===== config.mk =====
export PLATFORM = sky130hd
export DESIGN_NAME = adc_offset_power_control
export DESIGN_NICKNAME = d
export VERILOG_FILES = /design/src/rtl/adc_ctrl_pkg.sv /design/src/rtl/adc_offset_power_control.sv
export SDC_FILE = /design/constraint.sdc
export NUM_CORES = 2
export LEC_CHECK = 0
export BUFFER_PORTS_ARGS = -buffer_cell sky130_fd_sc_hd__buf_2
export CORE_ASPECT_RATIO = 1.1
export CORE_MARGIN = 2
export CORE_UTILIZATION = 60
export CTS_CLUSTER_DIAMETER = 30
export DETAILED_ROUTE_END_ITERATION = 8
export PLACE_DENSITY = 0.78
export SLEW_MARGIN = 20
export SYNTH_ARGS = -nofsm -noshare
export SYNTH_HDL_FRONTEND = slang
export SYNTH_SLANG_ARGS = --single-unit

===== constraint.sdc =====
create_clock -name ref_clk_i -period 10.8 [get_ports ref_clk_i]
set_input_delay 2.16 -clock ref_clk_i [delete_from_list [all_inputs] [get_ports ref_clk_i]]
set_output_delay 2.16 -clock ref_clk_i [all_outputs]
set_load 0.02 [all_outputs]

===== src/rtl/adc_ctrl_pkg.sv =====
// Package for the converter control block: register map, field layout,
// reset values, timing counts and the bus carriers.
// Assumes a 25 MHz register clock and a 32-bit APB master.
package adc_ctrl_pkg;

   // Clock and timing
   localparam int unsigned REF_CLK_HZ = 25_000_000;
   localparam int unsigned WAKE_GLOBAL_US = 100;
   localparam int unsigned WAKE_STANDBY_US = 50;
   localparam int unsigned CLK_STOP_NS = 1000;
   localparam int unsigned WAKE_GLOBAL_CYC = WAKE_GLOBAL_US * (REF_CLK_HZ / 1_000_000);
   localparam int unsigned WAKE_STANDBY_CYC = WAKE_STANDBY_US * (REF_CLK_HZ / 1_000_000);
   localparam int unsigned CLK_STOP_CYC = CLK_STOP_NS * (REF_CLK_HZ / 1_000_000) / 1000;
   localparam int unsigned RAW_LATENCY = 16;

   // Sample and offset loop arithmetic
   localparam int unsigned SAMPLE_W = 14;
   localparam int unsigned EST_FRAC = 31;
   localparam int unsigned ACC_W = SAMPLE_W + EST_FRAC + 2;
   localparam int unsigned TC_BASE_LOG2 = 20;
   localparam logic [3:0] TC_MAX_CODE = 4'hb;
   localparam logic [3:0] TC_RESET_CODE = 4'h0;
   localparam logic [3:0] TC_SHIFT_TOP = 4'(EST_FRAC - TC_BASE_LOG2);
   localparam int unsigned OFFSET_LIMIT_MV = 10;
   localparam int unsigned FULL_SCALE_MV = 2000;
   localparam int unsigned OFFSET_LIMIT_CODES = OFFSET_LIMIT_MV * (1 << SAMPLE_W) / FULL_SCALE_MV;
   localparam logic signed [ACC_W-1:0] EST_LIMIT_ACC = ACC_W'(OFFSET_LIMIT_CODES) << EST_FRAC;

   // Register offsets (byte addresses)
   localparam logic [7:0] OFF_CTRL = 8'h00;
   localparam logic [7:0] OFF_STATUS = 8'h04;
   localparam logic [7:0] OFF_EST_A = 8'h08;
   localparam logic [7:0] OFF_EST_B = 8'h0c;
   localparam logic [31:0] CTRL_RESET = 32'h0000_0004;
   localparam logic [31:0] CTRL_WMASK = 32'h0000_0fff;

   // Control pin codes, ordered {three, two, one}
   localparam logic [2:0] PINS_GLOBAL_SLEEP = 3'h1;
   localparam logic [2:0] PINS_STANDBY_A = 3'h5;
   localparam logic [2:0] PINS_MUX = 3'h7;

   // Control register layout, bit 0 at the bottom
   typedef struct packed {
      logic [19:0] rsvd;
      logic lvds_sel;
      logic mux_bit;
      logic standby_b;
      logic standby_a;
      logic full_sleep_bit;
      logic [3:0] dc_loop_tc_select;
      logic dc_estimate_hold;
      logic dc_cancel_enable;
      logic digital_enable;
   } ctrl_reg_t;

   typedef struct packed {
      logic psel;
      logic penable;
      logic pwrite;
      logic [7:0] paddr;
      logic [31:0] pwdata;
   } apb_req_t;

   typedef struct packed {
      logic pready;
      logic pslverr;
      logic [31:0] prdata;
   } apb_rsp_t;

   typedef enum logic [1:0] {PWR_ON, PWR_SLEEP, PWR_WAKE} pwr_state_t;

endpackage


===== src/rtl/adc_offset_power_control.sv =====
// Digital control of a dual-channel 14-bit converter: offset loop, power
// modes, multiplexed output, clock-stop detection and interface select.
// Assumes conv_clk_i and all pins are asynchronous to ref_clk_i, with
// conv_clk_i well below half the rate of ref_clk_i.
//
// Our own choices: the register addresses and the APB slave port.
`timescale 1ns/1ps
module adc_offset_power_control
   import adc_ctrl_pkg::*;
(
   input wire logic ref_clk_i,
   input wire logic rst_b_i,
   input wire apb_req_t apb_req_i,
   output apb_rsp_t apb_rsp_o,
   input wire logic conv_clk_i,
   input wire logic [SAMPLE_W-1:0] sample_a_i,
   input wire logic [SAMPLE_W-1:0] sample_b_i,
   input wire logic mode_pin_one_i,
   input wire logic mode_pin_two_i,
   input wire logic mode_pin_three_i,
   input wire logic serial_select_pin_i,
   input wire logic parallel_cfg_i,
   output logic [SAMPLE_W-1:0] channel_a_bus_o,
   output logic channel_a_oe_b_o,
   output logic [SAMPLE_W-1:0] channel_b_bus_o,
   output logic channel_b_oe_b_o,
   output logic out_clk_o,
   output logic out_clk_oe_b_o,
   output logic valid_a_o,
   output logic valid_b_o,
   output logic lvds_select_o,
   output logic low_power_o
);

   typedef logic signed [ACC_W-1:0] acc_t;
   typedef logic signed [SAMPLE_W-1:0] smp_t;

   typedef struct packed {
      ctrl_reg_t ctrl;
      logic [1:0] ck_sync;
      logic ck_prev;
      logic [1:0][2:0] pin_sync;
      logic [1:0] sel_sync;
      logic [1:0] cfg_sync;
      logic [1:0][SAMPLE_W-1:0] a_sync;
      logic [1:0][SAMPLE_W-1:0] b_sync;
      logic [RAW_LATENCY-1:0][2*SAMPLE_W-1:0] pipe;
      acc_t acc_a;
      acc_t acc_b;
      pwr_state_t pwr;
      logic [11:0] wake_cnt;
      logic [10:0] stby_cnt_a;
      logic [10:0] stby_cnt_b;
      logic [4:0] stop_cnt;
      logic [SAMPLE_W-1:0] mux_hold;
      apb_rsp_t rsp;
      logic [SAMPLE_W-1:0] bus_a;
      logic [SAMPLE_W-1:0] bus_b;
      logic oe_a_b;
      logic oe_b_b;
      logic out_clk;
      logic valid_a;
      logic valid_b;
      logic lvds;
      logic low_power;
   } state_t;

   state_t st_q;
   state_t st_d;

   // Reserved codes behave as the reset code
   function automatic logic [3:0] tc_code(input logic [3:0] tc);
      tc_code = (tc > TC_MAX_CODE) ? TC_RESET_CODE : tc;
   endfunction

   function automatic smp_t est_of(input acc_t acc);
      est_of = SAMPLE_W'(acc >>> EST_FRAC);
   endfunction

   // One loop step: estimate moves by error / 2^(20+code), clamped to the limit
   function automatic acc_t loop_step(input acc_t acc, input smp_t x, input logic [3:0] tc);
      acc_t err;
      acc_t nxt;
      logic [3:0] sh;
      sh = TC_SHIFT_TOP - tc_code(tc);
      err = ACC_W'(x) - (acc >>> EST_FRAC);
      nxt = acc + (err <<< sh);
      if (nxt > EST_LIMIT_ACC) begin
         nxt = EST_LIMIT_ACC;
      end else if (nxt < -EST_LIMIT_ACC) begin
         nxt = -EST_LIMIT_ACC;
      end
      loop_step = nxt;
   endfunction

   // Subtract with saturation so a correction never wraps a full-scale word
   function automatic logic [SAMPLE_W-1:0] sat_sub(input smp_t x, input smp_t e);
      logic signed [SAMPLE_W:0] diff;
      diff = (SAMPLE_W+1)'(x) - (SAMPLE_W+1)'(e);
      if (diff[SAMPLE_W] != diff[SAMPLE_W-1]) begin
         sat_sub = diff[SAMPLE_W] ? {1'b1, {(SAMPLE_W-1){1'b0}}} : {1'b0, {(SAMPLE_W-1){1'b1}}};
      end else begin
         sat_sub = diff[SAMPLE_W-1:0];
      end
   endfunction

   // Decoded modes and loop enables
   logic rise;
   logic fall;
   logic [2:0] pins;
   logic gsleep;
   logic stby_a;
   logic stby_b;
   logic mux_eff;
   logic corr_on;
   logic tracking;
   logic clk_stopped;
   logic running;
   logic access;
   smp_t raw_a;
   smp_t raw_b;
   logic [SAMPLE_W-1:0] out_a;
   logic [SAMPLE_W-1:0] out_b;

   always_comb begin
      rise = st_q.ck_sync[1] & ~st_q.ck_prev;
      fall = ~st_q.ck_sync[1] & st_q.ck_prev;
      pins = st_q.pin_sync[1];
      gsleep = st_q.ctrl.full_sleep_bit | (pins == PINS_GLOBAL_SLEEP);
      stby_a = st_q.ctrl.standby_a | (pins == PINS_STANDBY_A);
      stby_b = st_q.ctrl.standby_b;
      mux_eff = st_q.ctrl.mux_bit | (pins == PINS_MUX);
      corr_on = st_q.ctrl.digital_enable & st_q.ctrl.dc_cancel_enable;
      tracking = corr_on & st_q.ctrl.dc_estimate_hold;
      clk_stopped = (st_q.stop_cnt == 5'(CLK_STOP_CYC));
      running = (st_q.pwr == PWR_ON) & ~clk_stopped;
      access = st_q.rsp.pready & apb_req_i.psel & apb_req_i.penable;
      raw_a = st_q.pipe[RAW_LATENCY-1][2*SAMPLE_W-1:SAMPLE_W];
      raw_b = st_q.pipe[RAW_LATENCY-1][SAMPLE_W-1:0];
      out_a = corr_on ? sat_sub(raw_a, est_of(st_q.acc_a)) : raw_a;
      out_b = corr_on ? sat_sub(raw_b, est_of(st_q.acc_b)) : raw_b;
   end

   // Whole next state; registered below in one flop bank
   always_comb begin
      st_d = st_q;
      // Two-flop synchronisers for every pin and the sample clock
      st_d.ck_sync = {st_q.ck_sync[0], conv_clk_i};
      st_d.ck_prev = st_q.ck_sync[1];
      st_d.pin_sync = {st_q.pin_sync[0], {mode_pin_three_i, mode_pin_two_i, mode_pin_one_i}};
      st_d.sel_sync = {st_q.sel_sync[0], serial_select_pin_i};
      st_d.cfg_sync = {st_q.cfg_sync[0], parallel_cfg_i};
      st_d.a_sync = {st_q.a_sync[0], sample_a_i};
      st_d.b_sync = {st_q.b_sync[0], sample_b_i};

      // Clock-stop watchdog, restarted by every rising sample clock edge
      if (rise) begin
         st_d.stop_cnt = '0;
      end else if (!clk_stopped) begin
         st_d.stop_cnt = st_q.stop_cnt + 5'h01;
      end

      // Global power state with wake-up delay
      unique case (st_q.pwr)
         PWR_ON: begin
            if (gsleep) begin
               st_d.pwr = PWR_SLEEP;
            end
         end
         PWR_SLEEP: begin
            if (!gsleep) begin
               st_d.pwr = PWR_WAKE;
               st_d.wake_cnt = 12'(WAKE_GLOBAL_CYC - 1);
            end
         end
         PWR_WAKE: begin
            if (gsleep) begin
               st_d.pwr = PWR_SLEEP;
            end else if (st_q.wake_cnt == '0) begin
               st_d.pwr = PWR_ON;
            end else begin
               st_d.wake_cnt = st_q.wake_cnt - 12'h001;
            end
         end
      endcase

      // Per-channel standby timers, reloaded while standing by
      if (stby_a) begin
         st_d.stby_cnt_a = 11'(WAKE_STANDBY_CYC);
      end else if (st_q.stby_cnt_a != '0) begin
         st_d.stby_cnt_a = st_q.stby_cnt_a - 11'h001;
      end
      if (stby_b) begin
         st_d.stby_cnt_b = 11'(WAKE_STANDBY_CYC);
      end else if (st_q.stby_cnt_b != '0) begin
         st_d.stby_cnt_b = st_q.stby_cnt_b - 11'h001;
      end

      // Sample path: fixed-latency pipe plus offset loop, one step per sample
      if (rise) begin
         st_d.pipe = {st_q.pipe[RAW_LATENCY-2:0], {st_q.a_sync[1], st_q.b_sync[1]}};
         if (tracking && st_q.pwr == PWR_ON) begin
            if (!stby_a) begin
               st_d.acc_a = loop_step(st_q.acc_a, raw_a, st_q.ctrl.dc_loop_tc_select);
            end
            if (!stby_b) begin
               st_d.acc_b = loop_step(st_q.acc_b, raw_b, st_q.ctrl.dc_loop_tc_select);
            end
         end
      end

      // Output drivers; enables are active low
      if (st_q.pwr == PWR_SLEEP) begin
         st_d.oe_a_b = 1'b1;
         st_d.oe_b_b = 1'b1;
         st_d.bus_a = '0;
         st_d.bus_b = '0;
         st_d.out_clk = 1'b0;
      end else begin
         st_d.oe_a_b = mux_eff;
         st_d.oe_b_b = 1'b0;
         if (running) begin
            st_d.out_clk = st_q.ck_sync[1];
            if (rise) begin
               st_d.bus_a = stby_a ? '0 : out_a;
               st_d.bus_b = mux_eff ? out_a : (stby_b ? '0 : out_b);
               st_d.mux_hold = out_b;
            end else if (fall && mux_eff) begin
               st_d.bus_b = st_q.mux_hold;
            end
         end
      end
      st_d.valid_a = running & ~mux_eff & ~stby_a & (st_q.stby_cnt_a == '0);
      st_d.valid_b = running & ~stby_b & (st_q.stby_cnt_b == '0);
      st_d.low_power = clk_stopped;
      st_d.lvds = st_q.cfg_sync[1] ? st_q.sel_sync[1] : st_q.ctrl.lvds_sel;

      // APB slave: one wait state, write and read data at the pready edge
      st_d.rsp.pready = apb_req_i.psel & apb_req_i.penable & ~st_q.rsp.pready;
      if (apb_req_i.psel && apb_req_i.penable && !st_q.rsp.pready) begin
         st_d.rsp.pslverr = 1'b0;
         unique case (apb_req_i.paddr)
            OFF_CTRL: st_d.rsp.prdata = st_q.ctrl;
            OFF_STATUS: begin
               st_d.rsp.prdata = {25'h0000000, clk_stopped, mux_eff, st_q.lvds, st_q.valid_b,
                                  st_q.valid_a, st_q.pwr == PWR_WAKE, st_q.pwr == PWR_SLEEP};
            end
            OFF_EST_A: st_d.rsp.prdata = 32'(est_of(st_q.acc_a));
            OFF_EST_B: st_d.rsp.prdata = 32'(est_of(st_q.acc_b));
            default: begin
               st_d.rsp.prdata = '0;
               st_d.rsp.pslverr = 1'b1;
            end
         endcase
      end
      if (access && apb_req_i.pwrite && apb_req_i.paddr == OFF_CTRL) begin
         st_d.ctrl = apb_req_i.pwdata & CTRL_WMASK;
      end
   end

   // Single flop bank with synchronous reset
   always_ff @(posedge ref_clk_i) begin
      if (!rst_b_i) begin
         st_q <= '0;
         st_q.ctrl <= CTRL_RESET;
         st_q.pwr <= PWR_ON;
         st_q.oe_a_b <= 1'b0;
         st_q.oe_b_b <= 1'b0;
      end else begin
         st_q <= st_d;
      end
   end

   assign apb_rsp_o = st_q.rsp;
   assign channel_a_bus_o = st_q.bus_a;
   assign channel_a_oe_b_o = st_q.oe_a_b;
   assign channel_b_bus_o = st_q.bus_b;
   assign channel_b_oe_b_o = st_q.oe_b_b;
   assign out_clk_o = st_q.out_clk;
   assign out_clk_oe_b_o = st_q.oe_b_b;
   assign valid_a_o = st_q.valid_a;
   assign valid_b_o = st_q.valid_b;
   assign lvds_select_o = st_q.lvds;
   assign low_power_o = st_q.low_power;
endmodule


; Word level (Yosys, flattened, before mapping)
; Index checks and enable logic that the tools add are counted.
[word_totals]
register_bits = 747
output_inout_bits = 70
wordCells = 180
[op_classes]
n_addsub = 11
magnitude_cmp = 5
n_eq_ne = 16
n_shift = 2
muxes = 33
bitwise = 26
reduce_logical = 30
[ops]
columns = op, n
row1 = $mux 47, 4
row2 = $mux 14, 12
row3 = $pmux 32 s4, 1
row4 = $add 47x47->47, 2
row5 = $gt 47x39->1 const B, 2
row6 = $lt 47x39->1 const B, 2
row7 = $sshl 17x4->47, 2
row8 = $mux 11, 4
row9 = $sub 14x16->17, 2
row10 = $sub 14x14->15, 2
row11 = $mux 12, 2
row12 = $pmux 12 s2, 1
row13 = $logic_not 11->1, 2
row14 = $reduce_bool 11->1, 2
row15 = $sub 11x1->11 const B, 2
row16 = $eq 8x4->1 const B, 2
row17 = $and 1x1->1, 14
row18 = $logic_not 12->1, 1
row19 = $reduce_and 3->1, 4
row20 = $sub 12x1->12 const B, 1
row21 = $not 1->1, 9
row22 = $eq 8x3->1 const B, 1
row23 = $logic_not 8->1, 1
row24 = $ne 2x2->1 const B, 4
row25 = 24 further kinds, 44

; Logic depth before layout (Yosys ltp)
[logic_depth]
word_depth = 8
depth_mapped = 33

; Worst setup path before layout
; No wires, ideal clock.
[synth_path]
kind = reg-to-reg
startpoint = reg st_q[156] (netlist bit)
endpoint = reg st_q[133] (netlist bit)
arrival_time_ns = 7.471
required_ns = 10.646
slack_ns = 3.175
path_stages_with_launch = 31
n_path_buf = 4
cell_sequence = dfxtp_1 inv_1 ha_1 nor2b_1 o21ai_0 a21boi_0 o21ai_0 o211ai_1 a211oi_1 or3b_2 clkbuf_1 clkbuf_1 mux4_2 nand2_1 nand3_1 a21boi_0 ha_1 a21oi_2 o21ai_1 a22o_1 or4b_4 o211ai_4 a211oi_1 a311oi_1 xnor2_1 nand3_1 or4_1 ha_1 clkbuf_1 clkbuf_1 o31ai_1
[synth_via]
elab_chain_cells = 6
elab_cells_between_ends = 7
[synth_rtl]
columns = element, line_no
row1 = "start, declared", adc_offset_power_control.sv:68  ; state_t st_q;
row2 = "start signal, assigned", adc_offset_power_control.sv:270  ; st_q <= st_d;
row3 = $sub 14x16->17, adc_offset_power_control.sv:86  ; err = ACC_W'(x) - (acc >>> EST_FRAC);
row4 = $sshl 17x4->47, adc_offset_power_control.sv:87  ; nxt = acc + (err <<< sh);
row5 = $add 47x47->47 (*), adc_offset_power_control.sv:87
row6 = $lt 47x39->1, adc_offset_power_control.sv:90  ; end else if (nxt < -EST_LIMIT_ACC) begin
row7 = $mux 47, adc_offset_power_control.sv:90
row8 = $mux 47 (*), adc_offset_power_control.sv:88  ; if (nxt > EST_LIMIT_ACC) begin
; Mark *: on every way between the ends. The rest lies on a longest branch, timed or not.
; A chain may end at the register's enable or synchronous reset.

; Final worst setup path
[layout_path]
startpoint = reg st_q[204] (netlist bit)
endpoint = reg st_q[186] (netlist bit)
; The elaborated chain is that of the path after synthesis.

==> out/qor.yml <==
drv_slew: 0
grt_pass1_vias: 31120
die_h_um: 264.4
gp_congestion: 0.9755
syn_to_final_growth_pct: 13.82
r2r_cells: 28
netlist_top_cells_area: "dfxtp_1 39%, nand2_1 12%, a21oi_1 9.2%"
antenna_cells: 0
worstMarginPinSlew_ps: 1256
drtIter0Drc: 2166
setup-tns-final_ps: 0
dieArea_um2: 63650
ys_seq_area_share_pct: 39.46
ys_ff_latch: 729
maxSlewHeadroom_pct: 15.23
r2r_slack_ps: 1590
cts_setup_buffers: 0
timing.final.ws_setup_ps: 1595
num_rows: 95
synthCells: 4803
root_buffer: "clkbuf_16"
fin_crit_ps: 9205
wl_um: 98910
post-route-period-util_pct: 85.23
io_buffers: 128
finClkSkew_ps: 40.48
grt_max_degree: 261
hold_path_class: "flop to flop"
yosys_warnings: 0
synth_cell_types: 96
reg2reg_from: "st_q[204]"
setup_viol: 0
dpl_cell_area_um2: 37290
cts_max_level: 4
rsz0062_at_grt: "no"
min_from: "st_q[720]"
cts_tree: "yes"
post-place-ws_ps: 1795
ios: 149
clock_path_buffers: 3
grt_pass1_wl_um: 158000
hold_end: "st_q[244]"
hold_buffers: 0
crit_path_max_fanout: 21
post_synth.cell_area_avg_um2: 7.701
worst_path_max_delay_cell: "o31ai_1"
end_kind: "flop"
p_per_area_nw_per_um2: 179.1
status: "finished clean"
synth-edff-count: 0
leakage_nw: 15.93
via_per_inst: 5.900
ys.flop_type: "dfxtp_1"
dieWidth_um: 240.7
cp_data_arrival_time_ps: 9800
yosysTopAreaCell: "dfxtp_1"
finalHoldViolCount: 0
core_area_um2: 60980
layout-drive-gt1-share_pct: 9.957
max_freq_mhz: 108.6
critPathKind: "flop to flop"
synthArstFlopShare_pct: 0
drv_cap: 0
netlist.area_leader.share_pct: 39.46
hpwl_um: 66210
ant_nets: 0
start_util_pct: 60.66
route.detailed.drc: 0
grt-ovfl-total: 0
irDropWorstVdd_mv: 0.1696
cts_resized: 0
grt_usage_pct: 30.52
path_clk_slew_ps: 50
nets: 4945
critPathRequiredTime_ps: 11400
timing.rr.end: "st_q[186]"
start_kind: "flop"
final_cell_area_um2: 42100
cts_made_buffers: 132
slowest_delay_ps: 650
wl_per_cell_um: 17.49
insertion_delay_ps: 720
syn_nets: 5022
drt_pass1_iterations: 6
vias: 33370
clock_sinks: 729
syn_area_um2: 36990
p_total_w: 0.007542
hold_path_depth: 2
antenna_found_initial: 0
layout by cell type, fill, tap and decap left out, types with 65 or more instances in the layout:
| cell | n |
|---|---|
| clkbuf_16 | 132 |
| nand2_1 | 1210 |
| mux2i_1 | 79 |
| inv_1 | 93 |
| xnor2_1 | 69 |
| dfxtp_1 | 729 |
| ha_1 | 136 |
| nor2_1 | 259 |
| a21oi_1 | 682 |
| o21ai_0 | 177 |
| buf_2 | 128 |
| nand3_1 | 65 |
| nor3_1 | 76 |
| and2_1 | 90 |
registers in the layout (all words and copies together) (netlist names):
name	flops
st_q	611
st_d	35
apb_rsp_o	16
channel_a_bus_o	14
channel_b_bus_o	14
raw_a	14
raw_b	14
pins	3
channel_a_oe_b_o	1
channel_b_oe_b_o	1
low_power_o	1
lvds_select_o	1
out_clk_o	1
stby_b	1
valid_a_o	1
valid_b_o	1
per-stage QoR:
| stage | hold WS, ps | cells | utilization [%] |
|---|---|---|---|
| final | 422.4 | 5655 | 69.04 |
| after global routing | 446.0 | 5655 | 69.04 |
| after CTS | 432.7 | 5654 | 68.99 |
| after detailed placement | 419.9 | 5415 | 61.16 |
| after global placement | 415.7 | 5415 | 61.16 |
| after floorplan | 411.9 | 4803 | - |
power breakdown:
part           total (W)  switching, W  internal (W)
combinational   0.000452      0.000296      0.000155
sequential       0.00282     0.0000506       0.00277
clock            0.00427       0.00151       0.00277
cells in the mapped netlist, types with 39 or more instances:
master	number
and2_1	90
clkbuf_1	270
nor3_1	76
xnor2_1	69
buf_4	65
inv_1	93
nor2_1	262
xor2_1	40
nand2_1	1210
mux2i_1	79
o21ai_0	177
a21oi_1	682
ha_1	136
a21o_1	44
or3_1	48
nand3_1	65
o31ai_1	39
dfxtp_1	729
cell type report:
| type | instances | area, µm² |
|---|---|---|
| Clock buffer | 166 | 3631 |
| Clock inverter | 73 | 1147 |
| Fill cell | 4947 | 18880 |
| Inverter | 95 | 364.1 |
| Multi-Input combinational cell | 3609 | 20400 |
| Sequential cell | 729 | 14590 |
| Tap cell | 824 | 1031 |
| Timing Repair Buffer | 159 | 930.9 |
worst max path at each step:
stage              start   endpoint  slack (ps)  cells past startpoint
2_1_floorplan  st_q[156]  st_q[133]        3180                     30
3_3_place_gp   st_q[204]  st_q[202]        1870                     28
3_5_place_dp   st_q[204]  st_q[186]        1800                     28
4_1_cts        st_q[204]  st_q[186]        1730                     28
5_1_grt        st_q[204]  st_q[183]        1050                     28
6_report       st_q[204]  st_q[186]        1590                     28
cell families after synthesis:
kind of cell    Yosys count  synth area share [%]
simple gates           1942                 22.78
compound gates         1295                 21.15
flops                   729                 39.46
buf+inv                 465                 5.480
fa+ha+maj               161                 5.385
xor+xnor                109                 2.581
mux                     102                 3.173
worst max-delay path: cells and delay by family, from the launching register on:
| family | cells | cell delay (ps) |
|---|---|---|
| AOI/OAI and AO/OA | 14 | 4210 |
| xor gates and xnor gates | 1 | 380 |
| muxes | 3 | 520 |
| adders and majority gates | 3 | 1280 |
| buffers and inverters | 2 | 730 |
| DFF | 1 | 500 |
| and+or+nand+nor | 5 | 1420 |
per-layer routing:
layer	global-route usage, %	wire [µm]	vias up
li1	-	-	16470
met1	37.51	40790	15710
met2	50.25	46950	948
met3	6.206	6036	245
met5	0	0	-
met4	16.28	5130	0
Power figures use the tool's default switching activity.
